**config.mk**
```make
export PLATFORM = sky130hd
export DESIGN_NAME = sram_host_ctl
export DESIGN_NICKNAME = d
export VERILOG_FILES = /design/src/inc/sram_ctl_pkg.sv /design/src/hdl/dq_sync.sv /design/src/hdl/sram_host_ctl.sv
export VERILOG_INCLUDE_DIRS = /design/src /design/src/inc
export SDC_FILE = /design/constraint.sdc
export NUM_CORES = 1
export LEC_CHECK = 0
export BUFFER_PORTS_ARGS = -buffer_cell sky130_fd_sc_hd__buf_2
export CAP_MARGIN = 25
export CORE_MARGIN = 2
export CORE_UTILIZATION = 52
export DETAILED_ROUTE_END_ITERATION = 10
export PLACE_DENSITY = 0.79
export REMOVE_ABC_BUFFERS = 1
export SLEW_MARGIN = 10
export SYNTH_ARGS = -nofsm -noshare
export SYNTH_HDL_FRONTEND = slang
export SYNTH_SLANG_ARGS = --single-unit
```
**constraint.sdc**
```tcl
create_clock -name MCLK_I -period 2.4 [get_ports MCLK_I]
set_input_delay 0 -clock MCLK_I [delete_from_list [all_inputs] [get_ports MCLK_I]]
set_output_delay 0 -clock MCLK_I [all_outputs]
set_load 0.01 [all_outputs]
```
**src/inc/sram_ctl_params.svh**
```systemverilog
// Timing, width and pin-level constants for the asynchronous SRAM host controller.
// Assumes a 125 MHz controller clock and an 8192 x 9 common-I/O static RAM on the pins.
// Operation
// RULE_01: Write strobe stays high during every read.
// RULE_02: Read holds selects active, output gate low.
// RULE_03: Address valid no later than select assertion.
// RULE_04: Select and strobe released together keep I/O high-Z.
// RULE_05: Write cycle spans address change to address change.
// RULE_06: Recovery timed from write end before address change.
// RULE_07: Never drive data while memory is in read mode.
// RULE_08: Address valid 40 ns before write end.
// RULE_09: 8192 words of 9 bits, 13-bit address.
// RULE_10: Primary select high puts memory in standby.
// RULE_11: Three-state outputs share a common bus.
// RULE_12: Mode decoded from selects, strobe and output gate.
// RULE_13: Data stored when first write condition ends.
`ifndef SRAM_CTL_PARAMS_SVH
`define SRAM_CTL_PARAMS_SVH

// ****************************************************************
// Widths
// ****************************************************************
`define SRAM_ADDR_W  13
`define SRAM_DATA_W  9
`define SRAM_WORDS   8192
`define CNT_W        4

// ****************************************************************
// Clock period in ps, times in ns (slower speed grade)
// ****************************************************************
`define MCLK_PS      8000
`define T_RC_NS      45
`define T_AA_NS      45
`define T_WC_NS      45
`define T_AW_NS      40
`define T_CW_NS      40
`define T_WP_NS      25
`define T_DW_NS      20
`define T_WR_NS      3
`define T_HZ_NS      25
`define SYNC_STAGES  2

// ****************************************************************
// Cycle counts, least times rounded up
// ****************************************************************
`define NS2CYC(t)    ((((t) * 1000) + `MCLK_PS - 1) / `MCLK_PS)
`define AA_CYC       `NS2CYC(`T_AA_NS)
`define AW_CYC       `NS2CYC(`T_AW_NS)
`define WC_CYC       `NS2CYC(`T_WC_NS)
`define WR_CYC       `NS2CYC(`T_WR_NS)
`define HZ_CYC       `NS2CYC(`T_HZ_NS)

// ****************************************************************
// Pin levels
// ****************************************************************
`define PIN_ON_N     1'h0
`define PIN_OFF_N    1'h1

`endif

```
**src/inc/sram_ctl_pkg.sv**
```systemverilog
// Types shared by the SRAM host controller and its input synchroniser.
// Assumes the constants header is on the include path.
`include "sram_ctl_params.svh"

package sram_ctl_pkg;

  // ****************************************************************
  // Sequencer phases
  // ****************************************************************
  typedef enum logic [2:0] {
    PH_IDLE,
    PH_RD_ACCESS,
    PH_WR_SETUP,
    PH_WR_PULSE,
    PH_WR_RECOVER,
    PH_TURNAROUND
  } phase_e;

  typedef logic [`SRAM_ADDR_W-1:0] addr_t;
  typedef logic [`SRAM_DATA_W-1:0] data_t;
  typedef logic [`CNT_W-1:0]       cnt_t;

  // ****************************************************************
  // Pin group driven towards the memory
  // ****************************************************************
  typedef struct packed {
    addr_t addr;
    logic  primary_select_n;
    logic  secondary_select;
    logic  out_gate_n;
    logic  write_strobe_n;
    data_t dq_out;
    logic  dq_oe;
  } pins_s;

  // ****************************************************************
  // Controller state
  // ****************************************************************
  typedef struct packed {
    phase_e phase;
    cnt_t   cnt;
    pins_s  pins;
    logic   ready;
    logic   rvalid;
    data_t  rdata;
  } ctl_s;

  // ****************************************************************
  // Synchroniser state
  // ****************************************************************
  typedef struct packed {
    data_t stage1;
    data_t stage2;
  } sync_s;

endpackage

```
**src/hdl/dq_sync.sv**
```systemverilog
// Two-flop synchroniser for the data pins coming back from the memory.
// Assumes the pins change asynchronously to the controller clock.
`timescale 1ns/1ns
`include "sram_ctl_params.svh"

module dq_sync (
  input  wire logic                 clk_i,
  input  wire logic                 nrst_i,
  input  wire sram_ctl_pkg::data_t  d_i,
  output sram_ctl_pkg::data_t       q_o
);

  sram_ctl_pkg::sync_s st_r;
  sram_ctl_pkg::sync_s st_nxt;

  // ****************************************************************
  // Per-bit stages
  // ****************************************************************
  genvar b;
  generate
    for (b = 0; b < `SRAM_DATA_W; b = b + 1) begin : g_bit
      always_comb begin
        st_nxt.stage1[b] = d_i[b];
        st_nxt.stage2[b] = st_r.stage1[b];
      end
    end
  endgenerate

  always_ff @(posedge clk_i or negedge nrst_i) begin
    if (!nrst_i) begin
      st_r <= '0;
    end else begin
      st_r <= st_nxt;
    end
  end

  assign q_o = st_r.stage2;

endmodule

```
**src/hdl/sram_host_ctl.sv**
```systemverilog
// Host-side controller running read and write cycles on an asynchronous 8192 x 9 SRAM.
// Assumes a single 125 MHz clock; the memory data pins return through a two-flop synchroniser.
`timescale 1ns/1ns
`include "sram_ctl_params.svh"

module sram_host_ctl #(
  parameter int RD_WAIT  = `AA_CYC + `SYNC_STAGES,
  parameter int WR_PULSE = `AW_CYC,
  parameter int WR_RECOV = ((`WC_CYC - 1 - `AW_CYC) > `WR_CYC) ?
                           (`WC_CYC - 1 - `AW_CYC) : `WR_CYC,
  parameter int TURN     = `HZ_CYC
) (
  input  wire logic                 MCLK_I,
  input  wire logic                 NRST_I,
  input  wire logic                 REQ_I,
  input  wire logic                 WRITE_I,
  input  wire sram_ctl_pkg::addr_t  ADDR_I,
  input  wire sram_ctl_pkg::data_t  WDATA_I,
  output logic                      READY_O,
  output logic                      RVALID_O,
  output sram_ctl_pkg::data_t       RDATA_O,
  output sram_ctl_pkg::addr_t       SRAM_ADDR_O,
  output logic                      PRIMARY_SELECT_N_O,
  output logic                      SECONDARY_SELECT_O,
  output logic                      OUT_GATE_N_O,
  output logic                      WRITE_STROBE_N_O,
  input  wire sram_ctl_pkg::data_t  DQ_I,
  output sram_ctl_pkg::data_t       DQ_O,
  output logic                      DQ_OE_O
);

  // ****************************************************************
  // Elaboration checks
  // ****************************************************************
  localparam int CNT_MAX = (1 << `CNT_W) - 1;

  generate
    if (RD_WAIT < `AA_CYC + `SYNC_STAGES || RD_WAIT > CNT_MAX) begin : g_bad_rd
      $error("RD_WAIT out of range");
    end
    if (WR_PULSE < `AW_CYC || WR_PULSE > CNT_MAX) begin : g_bad_wp
      $error("WR_PULSE out of range");
    end
    if (WR_RECOV < `WR_CYC || WR_RECOV > CNT_MAX) begin : g_bad_wr
      $error("WR_RECOV out of range");
    end
    if (TURN < `HZ_CYC || TURN > CNT_MAX) begin : g_bad_turn
      $error("TURN out of range");
    end
    if (1 + WR_PULSE + WR_RECOV < `WC_CYC) begin : g_bad_wc
      $error("write cycle shorter than minimum");
    end
    if (1 + RD_WAIT + TURN < `NS2CYC(`T_RC_NS)) begin : g_bad_rc
      $error("read cycle shorter than minimum");
    end
    if (1 + WR_PULSE < `NS2CYC(`T_CW_NS)) begin : g_bad_cw
      $error("select to end of write too short");
    end
    if (WR_PULSE < `NS2CYC(`T_WP_NS)) begin : g_bad_pw
      $error("write pulse too short");
    end
    if (1 + WR_PULSE < `NS2CYC(`T_DW_NS)) begin : g_bad_dw
      $error("data setup to end of write too short");
    end
    if (`SYNC_STAGES != 2) begin : g_bad_sync
      $error("synchroniser depth is fixed at two");
    end
    if ((1 << `SRAM_ADDR_W) != `SRAM_WORDS) begin : g_bad_words
      $error("address width does not match word count");
    end
  endgenerate

  localparam sram_ctl_pkg::cnt_t RD_CNT   = sram_ctl_pkg::cnt_t'(RD_WAIT);
  localparam sram_ctl_pkg::cnt_t WP_CNT   = sram_ctl_pkg::cnt_t'(WR_PULSE);
  localparam sram_ctl_pkg::cnt_t WR_CNT   = sram_ctl_pkg::cnt_t'(WR_RECOV);
  localparam sram_ctl_pkg::cnt_t TURN_CNT = sram_ctl_pkg::cnt_t'(TURN);
  localparam sram_ctl_pkg::cnt_t CNT_ONE  = sram_ctl_pkg::cnt_t'(1);

  // ****************************************************************
  // Parked pins, memory deselected and bus released
  // ****************************************************************
  localparam sram_ctl_pkg::pins_s PINS_PARKED = '{
    addr:             '0,
    primary_select_n: `PIN_OFF_N, // RULE_10
    secondary_select: 1'h0,
    out_gate_n:       `PIN_OFF_N,
    write_strobe_n:   `PIN_OFF_N,
    dq_out:           '0,
    dq_oe:            1'h0
  };

  // ****************************************************************
  // Returning data synchroniser
  // ****************************************************************
  sram_ctl_pkg::data_t dq_sync_w;

  dq_sync u_dq_sync (
    .clk_i  (MCLK_I),
    .nrst_i (NRST_I),
    .d_i    (DQ_I),
    .q_o    (dq_sync_w)
  );

  // ****************************************************************
  // Sequencer
  // ****************************************************************
  sram_ctl_pkg::ctl_s st_r;
  sram_ctl_pkg::ctl_s st_nxt;

  logic last_w;
  assign last_w = (st_r.cnt == CNT_ONE);

  // ****************************************************************
  // Request acceptance
  // ****************************************************************
  logic take_w;
  assign take_w = REQ_I && st_r.ready;

  always_comb begin
    st_nxt        = st_r;
    st_nxt.rvalid = 1'h0;
    if (st_r.cnt != '0) begin
      st_nxt.cnt = st_r.cnt - CNT_ONE;
    end

    case (st_r.phase)
      sram_ctl_pkg::PH_IDLE: begin
        if (take_w) begin
          st_nxt.ready                 = 1'h0;
          st_nxt.pins.addr             = ADDR_I; // RULE_03
          st_nxt.pins.primary_select_n = `PIN_ON_N; // RULE_02
          st_nxt.pins.secondary_select = 1'h1; // RULE_02
          st_nxt.pins.write_strobe_n   = `PIN_OFF_N; // RULE_01
          if (WRITE_I) begin
            st_nxt.pins.out_gate_n = `PIN_OFF_N; // RULE_07
            st_nxt.pins.dq_out     = WDATA_I;
            st_nxt.pins.dq_oe      = 1'h1;
            st_nxt.phase           = sram_ctl_pkg::PH_WR_SETUP;
          end else begin
            st_nxt.pins.out_gate_n = `PIN_ON_N; // RULE_02
            st_nxt.pins.dq_oe      = 1'h0; // RULE_07
            st_nxt.cnt             = RD_CNT;
            st_nxt.phase           = sram_ctl_pkg::PH_RD_ACCESS;
          end
        end
      end

      sram_ctl_pkg::PH_RD_ACCESS: begin
        if (last_w) begin
          st_nxt.rdata                 = dq_sync_w;
          st_nxt.rvalid                = 1'h1;
          st_nxt.pins.primary_select_n = `PIN_OFF_N; // RULE_10
          st_nxt.pins.secondary_select = 1'h0;
          st_nxt.pins.out_gate_n       = `PIN_OFF_N;
          st_nxt.cnt                   = TURN_CNT; // RULE_07
          st_nxt.phase                 = sram_ctl_pkg::PH_TURNAROUND;
        end
      end

      sram_ctl_pkg::PH_WR_SETUP: begin
        st_nxt.pins.write_strobe_n = `PIN_ON_N; // RULE_12
        st_nxt.cnt                 = WP_CNT; // RULE_08
        st_nxt.phase               = sram_ctl_pkg::PH_WR_PULSE;
      end

      sram_ctl_pkg::PH_WR_PULSE: begin
        if (last_w) begin
          st_nxt.pins.write_strobe_n = `PIN_OFF_N; // RULE_13
          st_nxt.cnt                 = WR_CNT; // RULE_06
          st_nxt.phase               = sram_ctl_pkg::PH_WR_RECOVER;
        end
      end

      sram_ctl_pkg::PH_WR_RECOVER: begin
        if (last_w) begin
          st_nxt.pins.primary_select_n = `PIN_OFF_N; // RULE_10
          st_nxt.pins.secondary_select = 1'h0;
          st_nxt.pins.dq_oe            = 1'h0;
          st_nxt.ready                 = 1'h1; // RULE_05
          st_nxt.phase                 = sram_ctl_pkg::PH_IDLE;
        end
      end

      sram_ctl_pkg::PH_TURNAROUND: begin
        if (last_w) begin
          st_nxt.ready = 1'h1;
          st_nxt.phase = sram_ctl_pkg::PH_IDLE;
        end
      end

      default: begin
        st_nxt.phase = sram_ctl_pkg::PH_IDLE;
        st_nxt.ready = 1'h1;
      end
    endcase
  end

  always_ff @(posedge MCLK_I or negedge NRST_I) begin
    if (!NRST_I) begin
      st_r                       <= '0;
      st_r.phase                 <= sram_ctl_pkg::PH_IDLE;
      st_r.ready                 <= 1'h1;
      st_r.pins                  <= PINS_PARKED;
    end else begin
      st_r <= st_nxt;
    end
  end

  // ****************************************************************
  // Outputs
  // ****************************************************************
  assign READY_O            = st_r.ready;
  assign RVALID_O           = st_r.rvalid;
  assign RDATA_O            = st_r.rdata;
  assign SRAM_ADDR_O        = st_r.pins.addr;
  assign PRIMARY_SELECT_N_O = st_r.pins.primary_select_n;
  assign SECONDARY_SELECT_O = st_r.pins.secondary_select;
  assign OUT_GATE_N_O       = st_r.pins.out_gate_n;
  assign WRITE_STROBE_N_O   = st_r.pins.write_strobe_n;
  assign DQ_O               = st_r.pins.dq_out;
  assign DQ_OE_O            = st_r.pins.dq_oe;

endmodule

```
==> results of run 1 <==
-- power breakdown --
part	switching [mW]	leakage, nW	internal [mW]
sequential	0.225	0.759	1.46
clock	0.388	0.0936	0.508
combinational	0.723	0.879	0.720
-- what timing repair did --
item | CTS | global route
setup endpoints to repair | 0 | 0
hold buffers | 32 | 0
endpoints found under the hold margin | 67 | 0
-- critical path: stages (launching register included) --
cell and delay [ns]:
dfrtp_1 0.39, inv_1 0.10, ha_1 0.16, or3b_4 0.42, nor2_4 0.15, nand3b_4 0.19, mux2_2 0.35
-- layer usage --
metal	track usage, %	vias up	part of all wire, %
met1	26.5	879	41
met2	32.6	58	51
met5	0	-	0
li1	-	855	-
met4	9.36	0	2.7
met3	5.29	12	5.3
-- synthesized netlist by cell type (all sizes together) (2+ instances only) --
cell type / number / area share, %
a211oi: 2 / 0.56
a21o: 2 / 0.56
a21oi: 4 / 0.75
buf: 35 / 10
clkbuf: 5 / 0.70
dfrtp: 59 / 55
dfstp: 4 / 3.9
ha: 2 / 0.94
inv: 5 / 0.70
mux2: 19 / 9.4
nand2: 43 / 6.1
nand3b: 3 / 1.3
nor2: 10 / 1.7
nor3: 3 / 0.56
o211ai: 2 / 0.56
o21ai: 7 / 1.3
or3b: 2 / 0.75
xnor2: 2 / 0.66
-- cells by family after synthesis --
group | after synthesis | share of synthesized area [%]
DFF | 63 | 59.3
adders and majority gates | 2 | 0.938
xor gates and xnor gates | 2 | 0.657
AOI/OAI and AO/OA | 21 | 5.02
buffers and inverters | 45 | 11.6
muxes | 20 | 9.80
and+or+nand+nor | 68 | 12.7
-- sequential cells by signal (all words and copies together) (netlist names) --
name,cells
RVALID_O,1
DQ_OE_O,1
WRITE_STROBE_N_O,1
RDATA_O,9
SECONDARY_SELECT_O,1
READY_O,1
u_dq_sync.st_nxt,9
st_r,7
PRIMARY_SELECT_N_O,1
SRAM_ADDR_O,13
DQ_O,9
u_dq_sync.q_o,9
OUT_GATE_N_O,1
-- cell type report --
type                    count  area, um2
repair buffers            112        741
flip-flops and latches     63       1580
well taps                  70       87.6
clock buffers              13        149
clock inverters             3       42.5
fillers                   359       1650
inverters                   5       18.8
multi-input cells         113        777
-- how the worst max path moves through the flow --
| stage | slack, ns | cells past startpoint | end |
|---|---|---|---|
| final | 0.52 | 6 | RDATA_O[8]$_DFFE_PN0P_ |
| after global routing | 0.42 | 6 | RDATA_O[8]$_DFFE_PN0P_ |
| after CTS | 0.52 | 6 | RDATA_O[7]$_DFFE_PN0P_ |
| after detailed placement | 0.54 | 6 | RDATA_O[7]$_DFFE_PN0P_ |
| after global placement | 0.64 | 6 | RDATA_O[5]$_DFFE_PN0P_ |
| after floorplan | 0.39 | 3 | DQ_O[1]$_DFFE_PN0P_ |
==> results by group, run 1 <==
Run status
  • Status: completed

Timing
  • Clk_skew: 0.0135 ns
  • Pins Over Slew Limit: 0
  • Fmax: 532 MHz
  • RSZ-0062 raised after global routing: no
  • Period minus WS final: 1.88 ns
  • Worst slew margin: 40.2%
  • Count of final setup violators: 0
  • Hold violation total from the final report: 0
  • Tightest Pin Transition: 0.898 ns
  • Tcrit/Tclk final: 78.4%
  • Post-route setup slack: 0.519 ns
  • Final setup TNS: 0 ns
  • Hold WS: 0.0186 ns

Worst hold path
  • HP Start: WRITE_I
  • HP Class: in -> reg
  • Endpoint, Worst Hold: OUT_GATE_N_O$_DFFE_PN1P_
  • WHS Path Cells: 3

Pwr
  • Static Leak: 1.73 nW
  • Pwr dens: 1180 nW/um2
  • Maximum VDD drop: 0.623 mV
  • Overall Power: 4.02 mW

Clocking
  • Htree depth: 3
  • Post-CTS Setup Inserts: 0
  • Root buffer cell: clkbuf_8
  • Clock latency at the later pin of the worst-skew pair: 0.34 ns
  • CTS tree: yes
  • Reg clk slew, reported paths: 0.08 ns
  • Post-CTS Resized: 0
  • Worst-case clock buffer depth: 2
  • Number of CTS-inserted buffers: 9
  • CTS sink cnt: 63

Place
  • Placed Cells: 331
  • DPL Wire Length: 3340 um
  • Placed inst area: 2890 um2
  • PortBufs: 72
  • Post-Place Setup Slack: 0.544 ns
  • Placer congestion estimate: 0.859

Routing
  • DRT antenna net count: 0
  • WL/cell: 14.1 um
  • Final WL: 5340 um
  • Via count: 1804
  • Vias/cell: 4.76
  • DRC: 0
  • First-pass DRT Iterations: 4
  • Drt initial violations: 50

Worst setup path
  • WP data required: 2.62 ns
  • CP arrival: 2.10 ns
  • Critical Path Fanout Max: 11
  • CP Launch Type: flip-flop
  • Reg2reg path depth: 6
  • CP startpoint: st_r[39]$_DFF_PN0_
  • RR Endpoint: RDATA_O[8]$_DFFE_PN0P_
  • Crit end category: flip-flop
  • Setup CP Type: reg -> reg
  • Reg2reg start: st_r[39]$_DFF_PN0_
  • R2R Setup Slk: 0.52 ns

Synth
  • Fraction of registers with async set/reset: 100%
  • Yosys cell types: 37
  • Post-Syn Area: 2670 um2
  • Cells after synthesis: 221
  • Primary FF master, synth: dfrtp_1
  • YS warnings: 0
  • Sequential fraction of the synthesis area: 59.3%
  • Syn avg cell area: 12.1 um2
  • Yosys reg bits: 63
  • Post-synth EDFFs: 0

Floorplanning
  • Rows: 26
  • Die X: 75.6 um
  • Core area: 5040 um2
  • Starting Density: 52.9%
  • Die Y: 75.6 um
  • Die area: 5720 um2
  • Top-Level Pins: 73

Layout
  • Post-route cell area: 3400 um2
  • Share of layout cells above drive strength 1: 40.1%
  • Commonest cells after routing, fill and taps aside: 72 x buf_2, 59 x dfrtp_1, 42 x nand2_1
  • # diodes: 0
  • Final Non-Filler Cells: 379
  • Commonest non-fill, non-tap cell in the layout: buf_2
  • Core Util, Final: 67.4%
  • Final #Nets: 341
  • Synthesis-to-finish area growth: 27.3%

Global routing
  • Vias in the first global route: 1842
  • GRT Total Usage: 20.4%
  • Initial antenna violation count: 0
  • Largest net degree at the start of global routing: 43
  • Grt total ovfl: 0
  • First-pass GRT wire length: 8550 um

Run
  • Maxcap violations: 0
Power figures use the tool's default switching activity.
==> run 2, diff against run 1 <==
CORE_UTILIZATION = 47   (was 52)
PLACE_DENSITY = 0.76   (was 0.79)
clock period = 1.7 ns   (was 2.4 ns; I/O delays follow)
==> results by group, run 2 (synthesized netlist as in run 1, its figures left out) <==
Worst setup path
  • CP max stage delay: 0.39 ns (was 0.42 ns)
  • Critical-path cell list: inv_2 -> ha_4 -> or3b_4 -> nor2_4 -> nand3b_4 -> mux2_4 (was inv_1 -> ha_1 -> or3b_4 -> nor2_4 -> nand3b_4 -> mux2_2)
  • CP Launch Type: flip-flop (unchanged)
  • Worst Path Buf+Inv: 1 (unchanged)
  • Crit end category: flip-flop (unchanged)
  • CP arrival: 1.98 ns (was 2.10 ns)
  • Reg2reg start: st_r[39]$_DFF_PN0_ (unchanged)
  • R2R Setup Slk: -0.04 ns (was 0.52 ns)
  • CP startpoint: st_r[39]$_DFF_PN0_ (unchanged)
  • WP data required: 1.94 ns (was 2.62 ns)
  • Setup CP Type: reg -> reg (unchanged)
  • CP max stage cell: dfrtp_1 (was or3b_4)
  • Critical Path Fanout Max: 6 (was 11)
  • CP top delay family: simple AND/OR/NAND/NOR gates (unchanged)

Pwr
  • Pwr dens: 1720 nW/um2 (was 1180 nW/um2)
  • Static Leak: 1.83 nW (was 1.73 nW)
  • Maximum VDD drop: 0.902 mV (was 0.623 mV)

Global routing
  • Largest net degree at the start of global routing: 64 (was 43)
  • Initial antenna violation count: 0 (unchanged)
  • Vias in the first global route: 1942 (was 1842)
  • GRT Total Usage: 20.0% (was 20.4%)
  • Grt total ovfl: 0 (unchanged)
  • First-pass GRT wire length: 9160 um (was 8550 um)

Floorplanning
  • Core area: 5510 um2 (was 5040 um2)
  • Die X: 79.3 um (was 75.6 um)
  • Top-Level Pins: 73 (unchanged)
  • Die area: 6290 um2 (was 5720 um2)
  • Rows: 27 (was 26)
  • Starting Density: 48.4% (was 52.9%)
  • Die Y: 79.3 um (was 75.6 um)

Routing
  • Drt initial violations: 103 (was 50)
  • First-pass DRT Iterations: 5 (was 4)
  • Met3 wire length: 328 um (was 283 um)
  • Top sig layer: met4 (unchanged)
  • DRT antenna net count: 0 (unchanged)
  • WL met2: 2980 um (was 2730 um)
  • Via count: 1854 (was 1804)
  • Vias/cell: 4.75 (was 4.76)
  • Met1 wire length: 2250 um (was 2190 um)
  • WL/cell: 14.5 um (was 14.1 um)
  • DRC: 0 (unchanged)
  • Final WL: 5660 um (was 5340 um)

Timing
  • Tcrit/Tclk final: 102% (was 78.4%)
  • Tightest Pin Transition: 0.383 ns (was 0.898 ns)
  • Worst slew margin: 74.4% (was 40.2%)
  • Period minus WS final: 1.74 ns (was 1.88 ns)
  • Post-route setup slack: -0.0380 ns (was 0.519 ns)
  • RSZ-0062 raised after global routing: yes (was no)
  • Hold violation total from the final report: 0 (unchanged)
  • Pins Over Slew Limit: 0 (unchanged)
  • Fmax: 575 MHz (was 532 MHz)
  • Count of final setup violators: 6 (was 0)
  • Clk_skew: 0.0122 ns (was 0.0135 ns)
  • Final setup TNS: -0.156 ns (was 0 ns)

Layout
  • Synthesis-to-finish area growth: 34.9% (was 27.3%)
  • Final #Nets: 350 (was 341)
  • # diodes: 0 (unchanged)
  • Post-route cell area: 3600 um2 (was 3400 um2)
  • Commonest non-fill, non-tap cell in the layout: buf_2 (unchanged)
  • Multi-input logic area: 867 um2 (was 777 um2)
  • Largest register FFs: 13 (unchanged)
  • Register area: 1580 um2 (unchanged)
  • Share of layout cells above drive strength 1: 46.9% (was 40.1%)
  • Commonest cells after routing, fill and taps aside: 72 x buf_2, 59 x dfrtp_1, 42 x nand2_1 (unchanged)
  • Core Util, Final: 65.3% (was 67.4%)
  • Layout fillers: 410 (was 359)

Worst hold path
  • HP Class: in -> reg (unchanged)
  • HP Start: WRITE_I (unchanged)

Place
  • DPL Wire Length: 3220 um (was 3340 um)
  • Placed inst area: 2950 um2 (was 2890 um2)
  • PortBufs: 72 (unchanged)
  • Placer congestion estimate: 0.792 (was 0.859)

Clocking
  • Htree depth: 3 (unchanged)
  • Root buffer cell: clkbuf_8 (unchanged)
  • Clock latency at the later pin of the worst-skew pair: 0.35 ns (was 0.34 ns)
  • Reg clk slew, reported paths: 0.08 ns (about the same)
  • Number of CTS-inserted buffers: 9 (unchanged)
  • CTS sink cnt: 63 (unchanged)
  • CTS tree: yes (unchanged)
  • Worst-case clock buffer depth: 2 (unchanged)

Run status
  • Failing checks: negative setup slack
  • Status: complete, but fails checks (was completed)

Run
  • Maxcap violations: 0 (unchanged)
==> run 2: changes by cell type in the layout (fill, tap and decap cells not counted), sizes merged, moves of 2 or more <==
cell	delta
inv	+2
clkbuf	-4
buf	+8
clkinv	+2
==> run 2: worst paths after layout <==
path                            cells after the start                              to
max in group asynchronous                           3  PRIMARY_SELECT_N_O$_DFFE_PN1P_
worst min register to register                      0      u_dq_sync.q_o[1]$_DFF_PN0_
min in group asynchronous                           3          RDATA_O[5]$_DFFE_PN0P_
worst max register to register                      6          RDATA_O[5]$_DFFE_PN0P_
worst min-delay path                                3        OUT_GATE_N_O$_DFFE_PN1P_
worst max-delay path                                6          RDATA_O[5]$_DFFE_PN0P_
==> run 2: through the flow <==
step / cells / setup WS [ns] / hold slack [ns] / power [mW]
after floorplan: 181 / -0.310 / -0.296 / 3.55
after global placement: 339 / -0.0148 / 0.0308 / 4.34
after detailed placement: 339 / -0.0824 / 0.0343 / 4.43
after CTS: 389 / -0.0459 / 0.0184 / 6.07
after global routing: 390 / -0.117 / 0.000742 / 6.57
final: 390 / -0.0380 / 0.00450 / 6.19
==> run 2: worst reg2reg max path, delay by kind of cell (launching register included) <==
kind	cells	cell delay [ns]
buffers and inverters	1	0.08
multiplexers	1	0.33
adder cells (fa/ha/maj)	1	0.12
AND/OR/NAND/NOR	3	0.72
flip-flops	1	0.39
==> run 2: cell type report <==
cell class	instances	share of cell area [%]
sequential	63	44.0
tap	72	2.50
timing repair buffer	120	22.6
clock inverter	7	2.89
inverter	5	0.522
multi-input combinational	114	24.1
clock buffer	9	3.44
==> run 2: routing by layer <==
layer | global-route usage, % | vias to the layer above
met2 | 33.6 | 65
met5 | 0 | -
met3 | 7.05 | 10
met1 | 22.9 | 900
met4 | 8.97 | 0
li1 | - | 879
==> run 2: repair_timing <==
action | in CTS | in global routing
gates resized for setup | 6 | 12
hold buffers | 32 | 0
pin swaps | 1 | 3
gates cloned | 1 | 0
hold endpoints to repair | 94 | 0
setup endpoints to repair | 11 | 15
buffers inserted | 1 | 2
==> run 2: where the power goes <==
| part | internal, mW | leakage [nW] | switching [mW] |
|---|---|---|---|
| Clock | 0.842 | 0.114 | 0.633 |
| Combinational | 1.21 | 0.953 | 1.12 |
| Sequential | 2.06 | 0.759 | 0.334 |
